File: src/isr_pkg.sv
// Package with constants and types of the instrument status reporting block.
package isr_pkg;

    // Serial poll summary byte bit positions.
    localparam int ISR_SP_ACQ_IDLE  = 0;
    localparam int ISR_SP_CMD_IDLE  = 1;
    localparam int ISR_SP_FAULT     = 2;
    localparam int ISR_SP_MEAS      = 3;
    localparam int ISR_SP_MAV       = 4;
    localparam int ISR_SP_EVENT     = 5;
    localparam int ISR_SP_SRQ       = 6;

    // Standard event byte bit positions.
    localparam int ISR_EV_INQ_OVF   = 0;
    localparam int ISR_EV_OUTQ_OVF  = 2;
    localparam int ISR_EV_EXEC      = 4;
    localparam int ISR_EV_ILLEGAL   = 5;
    localparam int ISR_EV_USER      = 6;
    localparam int ISR_EV_PON       = 7;
    localparam logic [7:0] ISR_EV_USED = 8'hf5;

    // Measurement status byte bit positions.
    localparam int ISR_MS_RSV_INP   = 0;
    localparam int ISR_MS_FILTER    = 1;
    localparam int ISR_MS_OUTPUT    = 2;
    localparam int ISR_MS_UNLOCK    = 3;
    localparam int ISR_MS_RANGE     = 4;
    localparam int ISR_MS_TC        = 5;
    localparam int ISR_MS_TRIG      = 6;
    localparam logic [7:0] ISR_MS_USED = 8'h7f;

    // Fault status byte bit positions.
    localparam int ISR_FS_BACKUP    = 1;
    localparam int ISR_FS_RAM       = 2;
    localparam int ISR_FS_ROM       = 4;
    localparam int ISR_FS_BUS_ABORT = 5;
    localparam int ISR_FS_DSP       = 6;
    localparam int ISR_FS_MATH      = 7;
    localparam logic [7:0] ISR_FS_USED = 8'hf6;

    // Values after reset.
    localparam logic [7:0] ISR_MASK_RST = 8'h00;
    localparam logic [7:0] ISR_BYTE_RST = 8'h00;
    localparam logic       ISR_PSC_RST  = 1'b1;

    // Detection frequency boundary in hertz.
    localparam int ISR_RANGE_HZ = 200;

    // Targets of a status command.
    typedef enum logic [2:0] {
        ISR_TGT_EVENT  = 3'h0,
        ISR_TGT_EVMASK = 3'h1,
        ISR_TGT_SPOLL  = 3'h2,
        ISR_TGT_SPMASK = 3'h3,
        ISR_TGT_PSC    = 3'h4,
        ISR_TGT_FMASK  = 3'h5,
        ISR_TGT_MEAS   = 3'h6,
        ISR_TGT_FAULT  = 3'h7
    } isr_target_t;

    // Command state machine, Gray coded along idle, run, answer.
    typedef enum logic [1:0] {
        ISR_ST_IDLE   = 2'b00,
        ISR_ST_RUN    = 2'b01,
        ISR_ST_ANSWER = 2'b11
    } isr_state_t;

endpackage : isr_pkg

File: src/isr_src_if.sv
// Interface carrying synchronised event sources to the status core.
`timescale 1ns/100ps
`default_nettype none
interface isr_src_if;
    logic [7:0] ev_raw;
    logic [7:0] ms_raw;
    logic [7:0] fs_raw;
    logic       acq_idle;
    logic       cmd_idle;
    logic       mav;
    modport src (output ev_raw, ms_raw, fs_raw, acq_idle, cmd_idle, mav);
    modport dst (input ev_raw, ms_raw, fs_raw, acq_idle, cmd_idle, mav);
endinterface : isr_src_if
`default_nettype wire

File: src/isr_sync.sv
// Input synchroniser and edge catcher for the event source pins.
`timescale 1ns/100ps
`default_nettype none
module isr_sync #(
    parameter int W = 8
) (
    input  wire logic         core_clk,
    input  wire logic         rst_n,
    input  wire logic [W-1:0] pin_in,
    output logic      [W-1:0] level_out,
    output logic      [W-1:0] rise_out
);
    logic [W-1:0] meta_q;
    logic [W-1:0] sync_q;
    logic [W-1:0] last_q;

    // Two stages; only the second stage is looked at by the edge logic.
    always_ff @(posedge core_clk or negedge rst_n) begin
        if (!rst_n) begin
            meta_q <= '0;
            sync_q <= '0;
            last_q <= '0;
        end else begin
            meta_q <= pin_in;
            sync_q <= meta_q;
            last_q <= sync_q;
        end
    end

    assign level_out = sync_q;
    assign rise_out  = sync_q & ~last_q;
endmodule : isr_sync
`default_nettype wire

File: src/isr_top.sv
// Status reporting core: status bytes, enable masks, summaries and commands.
//
// Overview of operation
// - Clear-status command clears event, measurement and fault bytes and drops the service request.
// - Event mask is written as a byte or one bit, read whole or per bit.
// - Event byte query returns the whole byte or the one indexed bit.
// - Serial poll mask is written as a byte or one bit, read either way.
// - Serial poll query returns the whole byte or the one indexed bit.
// - Power-on status clear flag is written and read, one means set.
// - Fault mask is written as a byte or one bit, read either way.
// - Poll bit 0 shows acquisition idle, bit 1 shows command idle.
// - Poll bit 2 is set while any enabled fault bit is set.
// - Poll bit 3 is set while any measurement bit is set; there is no measurement mask.
// - Poll bit 4 is set while the synchronised output buffer level shows unread data.
// - Poll bit 5 is set while any enabled event bit is set.
// - Poll bit 6 shows a raised service request; bit 7 reads zero.
// - Event bit 0 on input overflow, bit 2 on output overflow.
// - Event bit 4 on execution fault, bit 5 on illegal command.
// - Event bit 6 on key or knob activity, bit 7 at power-on.
// - Measurement bits 0 to 3 flag the overload and unlock conditions.
// - Measurement bit 4 sets when detection frequency crosses 200 Hz.
// - Measurement bit 5 on time constant change, bit 6 on trigger.
// - Software trigger command acts like a hardware trigger edge.
// - Fault byte flags battery, memory, processor and math failures.
// - Fault bit 5 sets when a bus binary transfer aborts.
`timescale 1ns/100ps
`default_nettype none
module isr_top
    import isr_pkg::*;
(
    input  wire logic       core_clk,
    input  wire logic       rst_n,
    input  wire logic       acquisition_idle,
    input  wire logic       command_idle,
    input  wire logic       out_buf_nonempty,
    input  wire logic       input_queue_overflow,
    input  wire logic       output_queue_overflow,
    input  wire logic       execution_fault,
    input  wire logic       illegal_command,
    input  wire logic       user_request,
    input  wire logic       reserve_input_overload,
    input  wire logic       filter_overload,
    input  wire logic       output_overload,
    input  wire logic       reference_unlock,
    input  wire logic       freq_above_range,
    input  wire logic       time_constant_changed,
    input  wire logic       trigger_in,
    input  wire logic       backup_fail,
    input  wire logic       ram_fail,
    input  wire logic       rom_fail,
    input  wire logic       bus_abort,
    input  wire logic       dsp_fail,
    input  wire logic       math_fail,
    input  wire logic       cmd_valid,
    input  wire logic [2:0] cmd_target,
    input  wire logic       cmd_write,
    input  wire logic       cmd_clear,
    input  wire logic       cmd_trigger,
    input  wire logic       cmd_has_index,
    input  wire logic [2:0] cmd_index,
    input  wire logic [7:0] cmd_value,
    output logic            cmd_ready,
    output logic            rsp_valid,
    output logic      [7:0] rsp_data,
    output logic      [7:0] serial_poll_out,
    output logic            srq_out,
    output logic            psc_out
);

    //////////////////////////////////////////////////////////////////////////
    // Synchronisers and edge detection.

    logic [7:0]  ev_lvl;
    logic [7:0]  ev_rise;
    logic [7:0]  ms_lvl;
    logic [7:0]  ms_rise;
    logic [7:0]  fs_lvl;
    logic [7:0]  fs_rise;
    logic [2:0]  misc_lvl;
    logic [2:0]  misc_rise;
    logic        range_prev_q;
    logic        pon_q;
    isr_src_if   src ();

    isr_sync #(.W(8)) u_sync_ev (
        .core_clk  (core_clk),
        .rst_n     (rst_n),
        .pin_in    ({1'b0, user_request, illegal_command, execution_fault, 1'b0,
                     output_queue_overflow, 1'b0, input_queue_overflow}),
        .level_out (ev_lvl),
        .rise_out  (ev_rise)
    );

    isr_sync #(.W(8)) u_sync_ms (
        .core_clk  (core_clk),
        .rst_n     (rst_n),
        .pin_in    ({1'b0, trigger_in, time_constant_changed, freq_above_range,
                     reference_unlock, output_overload, filter_overload, reserve_input_overload}),
        .level_out (ms_lvl),
        .rise_out  (ms_rise)
    );

    isr_sync #(.W(8)) u_sync_fs (
        .core_clk  (core_clk),
        .rst_n     (rst_n),
        .pin_in    ({math_fail, dsp_fail, bus_abort, rom_fail, 1'b0, ram_fail, backup_fail, 1'b0}),
        .level_out (fs_lvl),
        .rise_out  (fs_rise)
    );

    isr_sync #(.W(3)) u_sync_misc (
        .core_clk  (core_clk),
        .rst_n     (rst_n),
        .pin_in    ({out_buf_nonempty, command_idle, acquisition_idle}),
        .level_out (misc_lvl),
        .rise_out  (misc_rise)
    );

    // Range crossing needs both edges, so keep the last synchronised level.
    always_ff @(posedge core_clk or negedge rst_n) begin
        if (!rst_n) begin
            range_prev_q <= 1'b0;
        end else begin
            range_prev_q <= ms_lvl[ISR_MS_RANGE];
        end
    end

    // Events are taken on rising edges, the range bit on either edge.
    assign src.ev_raw   = ev_rise & ISR_EV_USED;
    assign src.ms_raw   = ((ms_rise & ~(8'h01 << ISR_MS_RANGE))
                          | ({7'h00, ms_lvl[ISR_MS_RANGE] ^ range_prev_q} << ISR_MS_RANGE)) & ISR_MS_USED;
    assign src.fs_raw   = fs_rise & ISR_FS_USED;
    assign src.acq_idle = misc_lvl[0];
    assign src.cmd_idle = misc_lvl[1];
    assign src.mav      = misc_lvl[2];

    //////////////////////////////////////////////////////////////////////////
    // Helper functions.

    // Writes a whole byte or one indexed bit.
    function automatic logic [7:0] put_byte(input logic [7:0] old, input logic has_idx,
                                            input logic [2:0] idx, input logic [7:0] val);
        logic [7:0] res;
        res = old;
        if (has_idx) begin
            res[idx] = val[0];
        end else begin
            res = val;
        end
        return res;
    endfunction : put_byte

    // Reads a whole byte or one indexed bit into bit 0.
    function automatic logic [7:0] get_byte(input logic [7:0] cur, input logic has_idx,
                                            input logic [2:0] idx);
        logic [7:0] res;
        res = cur;
        if (has_idx) begin
            res = {7'h00, cur[idx]};
        end
        return res;
    endfunction : get_byte

    //////////////////////////////////////////////////////////////////////////
    // Command decode.

    isr_state_t  state_q;
    logic        cmd_take;
    logic        wr_evmask;
    logic        wr_spmask;
    logic        wr_fmask;
    logic        wr_psc;
    logic        clr_all;
    logic        sw_trig;
    logic        rd_event;
    logic        rd_meas;
    logic        rd_fault;
    logic        rd_spoll;

    assign cmd_take  = cmd_valid && cmd_ready;
    assign clr_all   = cmd_take && cmd_clear;
    assign sw_trig   = cmd_take && cmd_trigger && !cmd_clear;
    assign wr_evmask = cmd_take && !cmd_clear && !cmd_trigger && cmd_write && cmd_target == ISR_TGT_EVMASK;
    assign wr_spmask = cmd_take && !cmd_clear && !cmd_trigger && cmd_write && cmd_target == ISR_TGT_SPMASK;
    assign wr_fmask  = cmd_take && !cmd_clear && !cmd_trigger && cmd_write && cmd_target == ISR_TGT_FMASK;
    assign wr_psc    = cmd_take && !cmd_clear && !cmd_trigger && cmd_write && cmd_target == ISR_TGT_PSC;
    assign rd_event  = cmd_take && !cmd_clear && !cmd_trigger && !cmd_write && cmd_target == ISR_TGT_EVENT;
    assign rd_meas   = cmd_take && !cmd_clear && !cmd_trigger && !cmd_write && cmd_target == ISR_TGT_MEAS;
    assign rd_fault  = cmd_take && !cmd_clear && !cmd_trigger && !cmd_write && cmd_target == ISR_TGT_FAULT;
    assign rd_spoll  = cmd_take && !cmd_clear && !cmd_trigger && !cmd_write && cmd_target == ISR_TGT_SPOLL;

    //////////////////////////////////////////////////////////////////////////
    // Masks and power-on clear flag.

    logic [7:0] ev_mask_q;
    logic [7:0] sp_mask_q;
    logic [7:0] f_mask_q;
    logic       psc_q;

    // Masks keep their value across a clear-status, only writes change them.
    always_ff @(posedge core_clk or negedge rst_n) begin
        if (!rst_n) begin
            ev_mask_q <= ISR_MASK_RST;
            sp_mask_q <= ISR_MASK_RST;
            f_mask_q  <= ISR_MASK_RST;
            psc_q     <= ISR_PSC_RST;
        end else begin
            if (wr_evmask) begin
                ev_mask_q <= put_byte(ev_mask_q, cmd_has_index, cmd_index, cmd_value);
            end
            if (wr_spmask) begin
                sp_mask_q <= put_byte(sp_mask_q, cmd_has_index, cmd_index, cmd_value) & 8'hbf;
            end
            if (wr_fmask) begin
                f_mask_q <= put_byte(f_mask_q, cmd_has_index, cmd_index, cmd_value);
            end
            if (wr_psc) begin
                psc_q <= cmd_value[0];
            end
        end
    end

    //////////////////////////////////////////////////////////////////////////
    // Sticky event bytes; a new event wins over a clear in the same cycle.

    logic [7:0] ev_q;
    logic [7:0] ms_q;
    logic [7:0] fs_q;
    logic [7:0] ms_set;

    assign ms_set = src.ms_raw | ({7'h00, sw_trig} << ISR_MS_TRIG);

    // Power-on sets event bit 7 on the first clock after reset release.
    always_ff @(posedge core_clk or negedge rst_n) begin
        if (!rst_n) begin
            pon_q <= 1'b1;
        end else begin
            pon_q <= 1'b0;
        end
    end

    // Reading an event byte empties it, as a standard event register does.
    always_ff @(posedge core_clk or negedge rst_n) begin
        if (!rst_n) begin
            ev_q <= ISR_BYTE_RST;
        end else begin
            ev_q <= ((clr_all || rd_event) ? 8'h00 : ev_q) | src.ev_raw
                    | ({7'h00, pon_q} << ISR_EV_PON);
        end
    end

    always_ff @(posedge core_clk or negedge rst_n) begin
        if (!rst_n) begin
            ms_q <= ISR_BYTE_RST;
        end else begin
            ms_q <= ((clr_all || rd_meas) ? 8'h00 : ms_q) | ms_set;
        end
    end

    always_ff @(posedge core_clk or negedge rst_n) begin
        if (!rst_n) begin
            fs_q <= ISR_BYTE_RST;
        end else begin
            fs_q <= ((clr_all || rd_fault) ? 8'h00 : fs_q) | src.fs_raw;
        end
    end

    //////////////////////////////////////////////////////////////////////////
    // Serial poll summary byte and service request.

    logic [7:0] sp_d;
    logic [7:0] sp_q;
    logic       srq_q;
    logic       srq_cond;

    // Summary bits follow their sources live; only the request bit is sticky.
    always_comb begin
        sp_d                = 8'h00;
        sp_d[ISR_SP_ACQ_IDLE] = src.acq_idle;
        sp_d[ISR_SP_CMD_IDLE] = src.cmd_idle;
        sp_d[ISR_SP_FAULT]  = |(fs_q & f_mask_q);
        sp_d[ISR_SP_MEAS]   = |(ms_q & ISR_MS_USED);
        sp_d[ISR_SP_MAV]    = src.mav;
        sp_d[ISR_SP_EVENT]  = |(ev_q & ev_mask_q);
        sp_d[ISR_SP_SRQ]    = srq_q;
    end

    assign srq_cond = |(sp_d & sp_mask_q & 8'hbf);

    // A clear-status drops the request; a cause still present raises it again next cycle.
    always_ff @(posedge core_clk or negedge rst_n) begin
        if (!rst_n) begin
            srq_q <= 1'b0;
        end else begin
            srq_q <= clr_all ? 1'b0 : (srq_q | srq_cond);
        end
    end

    always_ff @(posedge core_clk or negedge rst_n) begin
        if (!rst_n) begin
            sp_q <= ISR_BYTE_RST;
        end else begin
            sp_q <= sp_d;
        end
    end

    //////////////////////////////////////////////////////////////////////////
    // Command handshake and answer.

    // One command at a time: accept, then answer one cycle later.
    always_ff @(posedge core_clk or negedge rst_n) begin
        if (!rst_n) begin
            state_q <= ISR_ST_IDLE;
        end else begin
            case (state_q)
                ISR_ST_IDLE:   state_q <= ISR_ST_RUN;
                ISR_ST_RUN:    state_q <= cmd_take ? ISR_ST_ANSWER : ISR_ST_RUN;
                ISR_ST_ANSWER: state_q <= ISR_ST_RUN;
                default:       state_q <= ISR_ST_IDLE;
            endcase
        end
    end

    always_ff @(posedge core_clk or negedge rst_n) begin
        if (!rst_n) begin
            cmd_ready <= 1'b0;
        end else begin
            cmd_ready <= (state_q == ISR_ST_IDLE || state_q == ISR_ST_ANSWER)
                         || (state_q == ISR_ST_RUN && !cmd_take);
        end
    end

    // Queries of the event bytes return the value held before the read clears it.
    always_ff @(posedge core_clk or negedge rst_n) begin
        if (!rst_n) begin
            rsp_valid <= 1'b0;
            rsp_data  <= 8'h00;
        end else begin
            rsp_valid <= cmd_take && !cmd_clear && !cmd_trigger && !cmd_write;
            rsp_data  <= 8'h00;
            if (cmd_take && !cmd_clear && !cmd_trigger && !cmd_write) begin
                case (cmd_target)
                    ISR_TGT_EVENT:  rsp_data <= get_byte(ev_q, cmd_has_index, cmd_index);
                    ISR_TGT_EVMASK: rsp_data <= get_byte(ev_mask_q, cmd_has_index, cmd_index);
                    ISR_TGT_SPOLL:  rsp_data <= get_byte(sp_d, cmd_has_index, cmd_index);
                    ISR_TGT_SPMASK: rsp_data <= get_byte(sp_mask_q, cmd_has_index, cmd_index);
                    ISR_TGT_PSC:    rsp_data <= {7'h00, psc_q};
                    ISR_TGT_FMASK:  rsp_data <= get_byte(f_mask_q, cmd_has_index, cmd_index);
                    ISR_TGT_MEAS:   rsp_data <= get_byte(ms_q, cmd_has_index, cmd_index);
                    ISR_TGT_FAULT:  rsp_data <= get_byte(fs_q, cmd_has_index, cmd_index);
                    default:        rsp_data <= 8'h00;
                endcase
            end
        end
    end

    // Status pins for the bus side.
    always_ff @(posedge core_clk or negedge rst_n) begin
        if (!rst_n) begin
            serial_poll_out <= 8'h00;
            srq_out         <= 1'b0;
            psc_out         <= ISR_PSC_RST;
        end else begin
            serial_poll_out <= sp_q;
            srq_out         <= srq_q;
            psc_out         <= psc_q;
        end
    end

    // Poll read does not clear; the poll byte itself is rebuilt every cycle.
    logic unused_rd;
    assign unused_rd = rd_spoll ^ (|misc_rise) ^ ms_lvl[7] ^ ev_lvl[0] ^ fs_lvl[0];

endmodule : isr_top
`default_nettype wire

File: config.mk
export PLATFORM = sky130hd
export DESIGN_NAME = isr_top
export DESIGN_NICKNAME = d
export VERILOG_FILES = /design/src/isr_pkg.sv /design/src/isr_src_if.sv /design/src/isr_sync.sv /design/src/isr_top.sv
export SDC_FILE = /design/constraint.sdc
export NUM_CORES = 1
export LEC_CHECK = 0
export BUFFER_PORTS_ARGS = -buffer_cell sky130_fd_sc_hd__buf_2
export CAP_MARGIN = 10
export CORE_UTILIZATION = 35
export CTS_CLUSTER_SIZE = 25
export DETAILED_ROUTE_END_ITERATION = 7
export PLACE_DENSITY = 0.56
export SYNTH_ARGS = -nofsm -noshare
export SYNTH_HDL_FRONTEND = slang
export SYNTH_SLANG_ARGS = --single-unit
File: constraint.sdc
create_clock -name core_clk -period 1.6 [get_ports core_clk]
set_input_delay 0.08 -clock core_clk [delete_from_list [all_inputs] [get_ports core_clk]]
set_output_delay 0.08 -clock core_clk [all_outputs]
set_load 0.005 [all_outputs]
### Word-level counts from Yosys, hierarchy flattened

Index checks and enable logic that the tools add are counted.

* register bits: 139

* $lt $le $gt $ge: 2
* equal/unequal tests: 9
* mux-type cells: 37
* bitwise operators: 17
* reductions and logical operators: 33

Operators by type and width (number)
* $mux 8: 13
* $pmux 8 s8: 1
* $and 8x8->8: 3
* $bwmux 8: 3
* $or 8x8->8: 3
* $bmux 1 s3: 7
* $logic_and 1x1->1: 17
* $and 7x8->8: 2
* $reduce_or 8->1: 2
* $reduce_or 7->1: 2
* $eq 3x3->1 const B: 4
* $mux 1: 9
* $not 7->8: 1
* $not 8->8: 1
* $or 8x7->8: 1
* $and 7x7->7: 1
* $mux 7: 1
* $not 7->7: 1
* $or 7x5->7: 1
* $or 7x7->7: 1
* $eq 3x2->1 const B: 2
* $logic_or 1x1->1: 5
* $logic_not 1->1: 4
* $lt 3x4->1 const B: 1
* 12 further kinds: 12

### Logic depth before layout (Yosys ltp)

* depth after elaboration: 9
* depth in mapped cells: 9
* mapped depth without buffers: 6

### Hierarchy

Synthesis repeated with hierarchy kept, for this count alone.

* cells, all modules: 493
* area, all modules: 6311.1 um2

Modules (own cells, without submodules)
* isr_top: instances 1, cells an instance 385, area an instance 3912.5 um2, sequential area each 1830.5 um2
* isr_sync (u_sync_ev ...): instances 3, cells an instance 32, area an instance 710.7 um2, sequential area each 600.6 um2
* isr_sync (u_sync_misc): instances 1, cells an instance 12, area an instance 266.5 um2, sequential area each 225.2 um2

### Worst setup path before layout

No wires, ideal clock.

* path kind: register to register
* start point: register sp_mask_q[4]
* end point: register rsp_data[0]
* library setup time: 0.140 ns
* arrival: 1.447 ns
* path slack: 0.013 ns
* cell stages (with the launch flop): 6
* path buffers: 0
* path through: dfrtp_1 mux2_4 a221oi_2 nor2_1 a2111oi_2 a221oi_2

* cells in the longest elaborated chain, start to end: 5

RTL lines
* from (decl): line isr_top.sv:196 `logic [7:0] sp_mask_q;`
* from (signal assigned): line isr_top.sv:212 `sp_mask_q <= put_byte(sp_mask_q, cmd_has_index, cmd_index, cmd_value) & 8'hbf;`
* $bmux 1 s3: line isr_top.sv:159 `res = {7'h00, cur[idx]};`
* $mux 1 (not written as such): line isr_top.sv:159
* $mux 8: line isr_top.sv:158 `if (has_idx) begin`
* $pmux 8 s8: line isr_top.sv:342 `case (cmd_target)`
* $mux 8: line isr_top.sv:341 `if (cmd_take && !cmd_clear && !cmd_trigger && !cmd_write) begin`
* to (signal assigned): line isr_top.sv:343 `ISR_TGT_EVENT: rsp_data <= get_byte(ev_q, cmd_has_index, cmd_index);`
* to (signal assigned): line isr_top.sv:344 `ISR_TGT_EVMASK: rsp_data <= get_byte(ev_mask_q, cmd_has_index, cmd_index);`
* to (signal assigned): line isr_top.sv:345 `ISR_TGT_SPOLL: rsp_data <= get_byte(sp_d, cmd_has_index, cmd_index);`
* to (decl): line isr_top.sv:64 `output logic [7:0] rsp_data,`

Every way passes these cells. The select of a mux whose other input is x is not followed.
A chain may end at the register's enable or synchronous reset.

### Final worst setup path

* start point: register f_mask_q[1]
* end point: register rsp_data[0]

* cells in the longest elaborated chain, start to end: 7
* elaborated cells on any way between the ends: 10
* classes of those cells: mux: 8; bitwise: 1; reduce/logical: 1

RTL lines
* from (decl): line isr_top.sv:197 `logic [7:0] f_mask_q;`
* from (signal assigned): line isr_top.sv:215 `f_mask_q <= put_byte(f_mask_q, cmd_has_index, cmd_index, cmd_value);`
* $and 8x8->8: line isr_top.sv:281 `sp_d[ISR_SP_FAULT] = |(fs_q & f_mask_q);`
* $reduce_or 8->1: line isr_top.sv:281
* $bmux 1 s3: line isr_top.sv:159
* $mux 1 (not written as such): line isr_top.sv:159
* $mux 7: line isr_top.sv:158
* $pmux 8 s8 (*): line isr_top.sv:342
* $mux 8 (*): line isr_top.sv:341

Mark *: on every way between the ends. The rest lies on a longest branch, timed or not. The select of a mux whose other input is x is not followed.

==> key figures <==
Timing
  – Fin crit share: 1.06
  – Clock Skews: between 10 and 15 ps
  – Slew @ Worst Pin: between 500 and 600 ps
  – Final hold violations: 0
  – Hold Slack: approximately 43 ps
  – Setup slack after layout: -89.7 ps
  – Final setup vio count: 8
  – Worst slew margin: 0.639
  – RSZ-0062 raised after global routing: true
  – Final min period: ~1700 ps
  – F_max: 0.592 GHz
  – Slew Viols, Final: 0

Floorplan
  – DIE HEIGHT: 127 um
  – Full die area: around 16000 um^2
  – # IOs: between 60 and 70
  – Row count: 45
  – Core area: around 15000 um^2
  – Die W: roughly 130 um
  – Effective utilization at floorplan: 0.358

Placement
  – IO buf count: 60
  – Placed insts: approximately 780
  – Hpwl dp: ~12000 um
  – Routability congestion estimate: 0.909
  – Worst Setup Slack post-DPL: -240 ps

Route
  – # DRC: 0
  – Overall routed net length: between 15000 and 20000 um
  – Vias: 4295
  – Detail Route Antenna Nets: 0
  – Starting DRT DRC Count: ~350
  – Total iterations of the first detailed-routing run: 4
  – Drt via density: approximately 5.1
  – Drt wl/cell: 19.0 um

CTS
  – CTS buffer count: 17
  – Root Buffer: clkbuf_16
  – CTS tree: yes
  – Worst-Skew Late Latency: ~430 ps
  – Max Root-Sink Buffers: 2
  – Clock-pin transition on the worst setup and hold timing paths: around 60 ps
  – Clock Sinks: between 100 and 150
  – H-tree depth: 4

Final layout
  – # fillers: approximately 1300
  – Non-Filler Instances: 847
  – Register Area: around 3300 um^2
  – Fin nets: roughly 690
  – Area occupied by multi-input gates: between 2000 and 2500 um^2
  – Layout cells sized above 1: 0.413
  – Final core utilization: 0.519
  – # diodes: 0
  – Layout overhead on the synthesized area: 44.8%

Flow run
  – Maxcap violations: 0

Worst setup path
  – Crit path max fanout: 3
  – Setup Crit Path Kind: reg2reg
  – Worst Path Arrival: between 1500 and 2000 ps
  – Critical path's top delay family: compound AO/OA/AOI/OAI gates
  – CP cell instances: buf_4 > a221o_1 > a31oi_1 > nor2_1 > o21ai_1 > a221oi_2
  – Worst path slowest cell: dfrtp_2
  – CP required: about 1900 ps
  – Critical Path Max Stage Delay: 450 ps
  – Startpoint Class: flop
  – Crit path buf inv count: 1
  – Worst setup EP type: flop

Logic synthesis
  – Mapped cell area: roughly 5400 um^2
  – Post-synth top flop: dfrtp_1
  – Cell variety after synth: between 50 and 60
  – Mapped Avg Cell Area: approximately 12 um^2
  – Synth cell count leaders: 129 x dfrtp_1, 34 x nand2_1, 33 x mux2i_1
  – Synth Warn #: 0
  – Area contributors post-synth: dfrtp_1 59%, mux2i_1 6.1%, a21oi_1 2.8%
  – Cell accounting for the most synthesized area: dfrtp_1
  – Syn Inst Count: between 400 and 500
  – Fraction of registers with async set/reset: 1.00
  – FF+latch count, synth: approximately 130
  – EDFF count, synth: 0
  – Synth top area share: 0.592
  – Top-count cell post-synth: dfrtp_1
  – Seq/Total Area, Yosys: 0.607

Pwr
  – Power per cell area: about 1100 nW/um^2
  – VDD IR max: between 700 and 800 uV
  – Leak: 3.70 nW

Global route
  – Vias in the first global route: between 4000 and 5000
  – Largest net degree at the start of global routing: 46
  – Global-route wire length before repair: between 20000 and 30000 um
  – Initial antenna violation count: 0
  – GRT overflow: 0
  – GRT Overall Usage: 0.215

Outcome
  – Status: finished with violations
  – Violated checks: negative setup slack

Min path
  – Worst min path class: in2reg
final timing paths:
check,startpoint,to,slack (ps),cells after the start
max in group asynchronous,rst_n,pon_q,790,3
hold / removal,cmd_value[0],f_mask_q[0],40,2
min in group asynchronous,rst_n,sp_mask_q[2],160,2
hold reg to reg,u_sync_ms.meta_q[6],u_sync_ms.level_out[6],340,0
setup reg to reg,f_mask_q[1],rsp_data[0],-90,6
setup / recovery,f_mask_q[1],rsp_data[0],-90,6
final cells by class:
class                   count  area share
clock buffers              21      0.0596
repair buffers            199       0.187
clock inverters            10      0.0187
flip-flops and latches    132       0.420
well taps                 188      0.0298
multi-input cells         274       0.274
inverters                  23      0.0109
power breakdown:
group	switching (W)	total, W	internal, W	leakage [nW]
registers	0.000138	0.00373	0.00359	1.58
clock network	0.00145	0.00402	0.00258	0.292
logic	0.000618	0.00125	0.000627	1.82
total	0.00220	0.00900	0.00679	3.70
flip-flops by register name (all words and copies together) (netlist names), 5 cells and up:
signal / cells
u_sync_fs.last_q: 6
u_sync_ev.level_out: 5
fs_q: 6
u_sync_ms.last_q: 7
u_sync_fs.level_out: 6
u_sync_ev.last_q: 5
u_sync_ev.meta_q: 5
serial_poll_out: 7
sp_q: 7
u_sync_ms.level_out: 7
u_sync_ms.meta_q: 7
ev_mask_q: 8
rsp_data: 8
f_mask_q: 8
ev_q: 6
sp_mask_q: 7
u_sync_fs.meta_q: 6
ms_q: 7
worst register-to-register path, cell delays in order (launching register included):
cell	delay [ps]
dfrtp_2	450
buf_4	160
a221o_1	330
a31oi_1	230
nor2_1	80
o21ai_1	210
a221oi_2	90
through the flow:
stage / cell area [um^2] / total power, W / setup TNS, ps
after global routing: 7890 / 0.00937 / -1050
after CTS: 7730 / 0.00903 / -326
after floorplan: 5450 / 0.00423 / 0
after global placement: 6650 / 0.00485 / -879
after detailed placement: 6650 / 0.00486 / -1330
final: 7890 / 0.00900 / -258
metal layers:
| layer | GRT usage | part of all wire | routed length, um |
|---|---|---|---|
| met5 | 0 | 0 | 0 |
| met4 | 0.0644 | 0.016 | 259 |
| met3 | 0.0477 | 0.047 | 755 |
| met2 | 0.354 | 0.49 | 7830 |
| met1 | 0.286 | 0.45 | 7210 |
cell usage in the layout, fill, tap and decap left out, types with 4 or more instances in the layout:
| cell | instances |
|---|---|
| o21ai_0 | 14 |
| nand2_2 | 7 |
| buf_2 | 59 |
| nand2b_1 | 6 |
| mux2_4 | 4 |
| nor2b_1 | 11 |
| nand2_1 | 26 |
| dlygate4sd3_1 | 31 |
| a22oi_1 | 7 |
| a21oi_1 | 28 |
| clkbuf_16 | 17 |
| a211oi_1 | 5 |
| nand3_1 | 5 |
| inv_1 | 23 |
| a22oi_2 | 5 |
| mux2_2 | 8 |
| a221oi_2 | 4 |
| o22ai_1 | 18 |
| dfrtp_1 | 124 |
| o21ai_1 | 6 |
| dfrtp_2 | 5 |
| buf_6 | 7 |
| buf_4 | 100 |
| nor2_1 | 12 |
| mux2i_1 | 32 |
repair_timing:
| action | in CTS | in global routing |
|---|---|---|
| gates resized for setup | 38 | 31 |
| setup buffers | 5 | 2 |
| hold buffers | 31 | 0 |
| hold endpoints to repair | 143 | 0 |
| setup endpoints to repair | 27 | 38 |
| pin swaps | 11 | 14 |
cell families (layout without fill, tap and decap cells):
group,count (synthesis),in the layout,synth area share
other,1,2,0.000688
and+or+nand+nor,100,100,0.0971
buffers and inverters,49,253,0.0416
adders and majority gates,2,2,0.00459
DFF,132,132,0.607
xor gates and xnor gates,1,1,0.00161
AOI/OAI and AO/OA,120,120,0.147
muxes,49,49,0.101
Note: power is estimated with default switching activity, not from simulation.
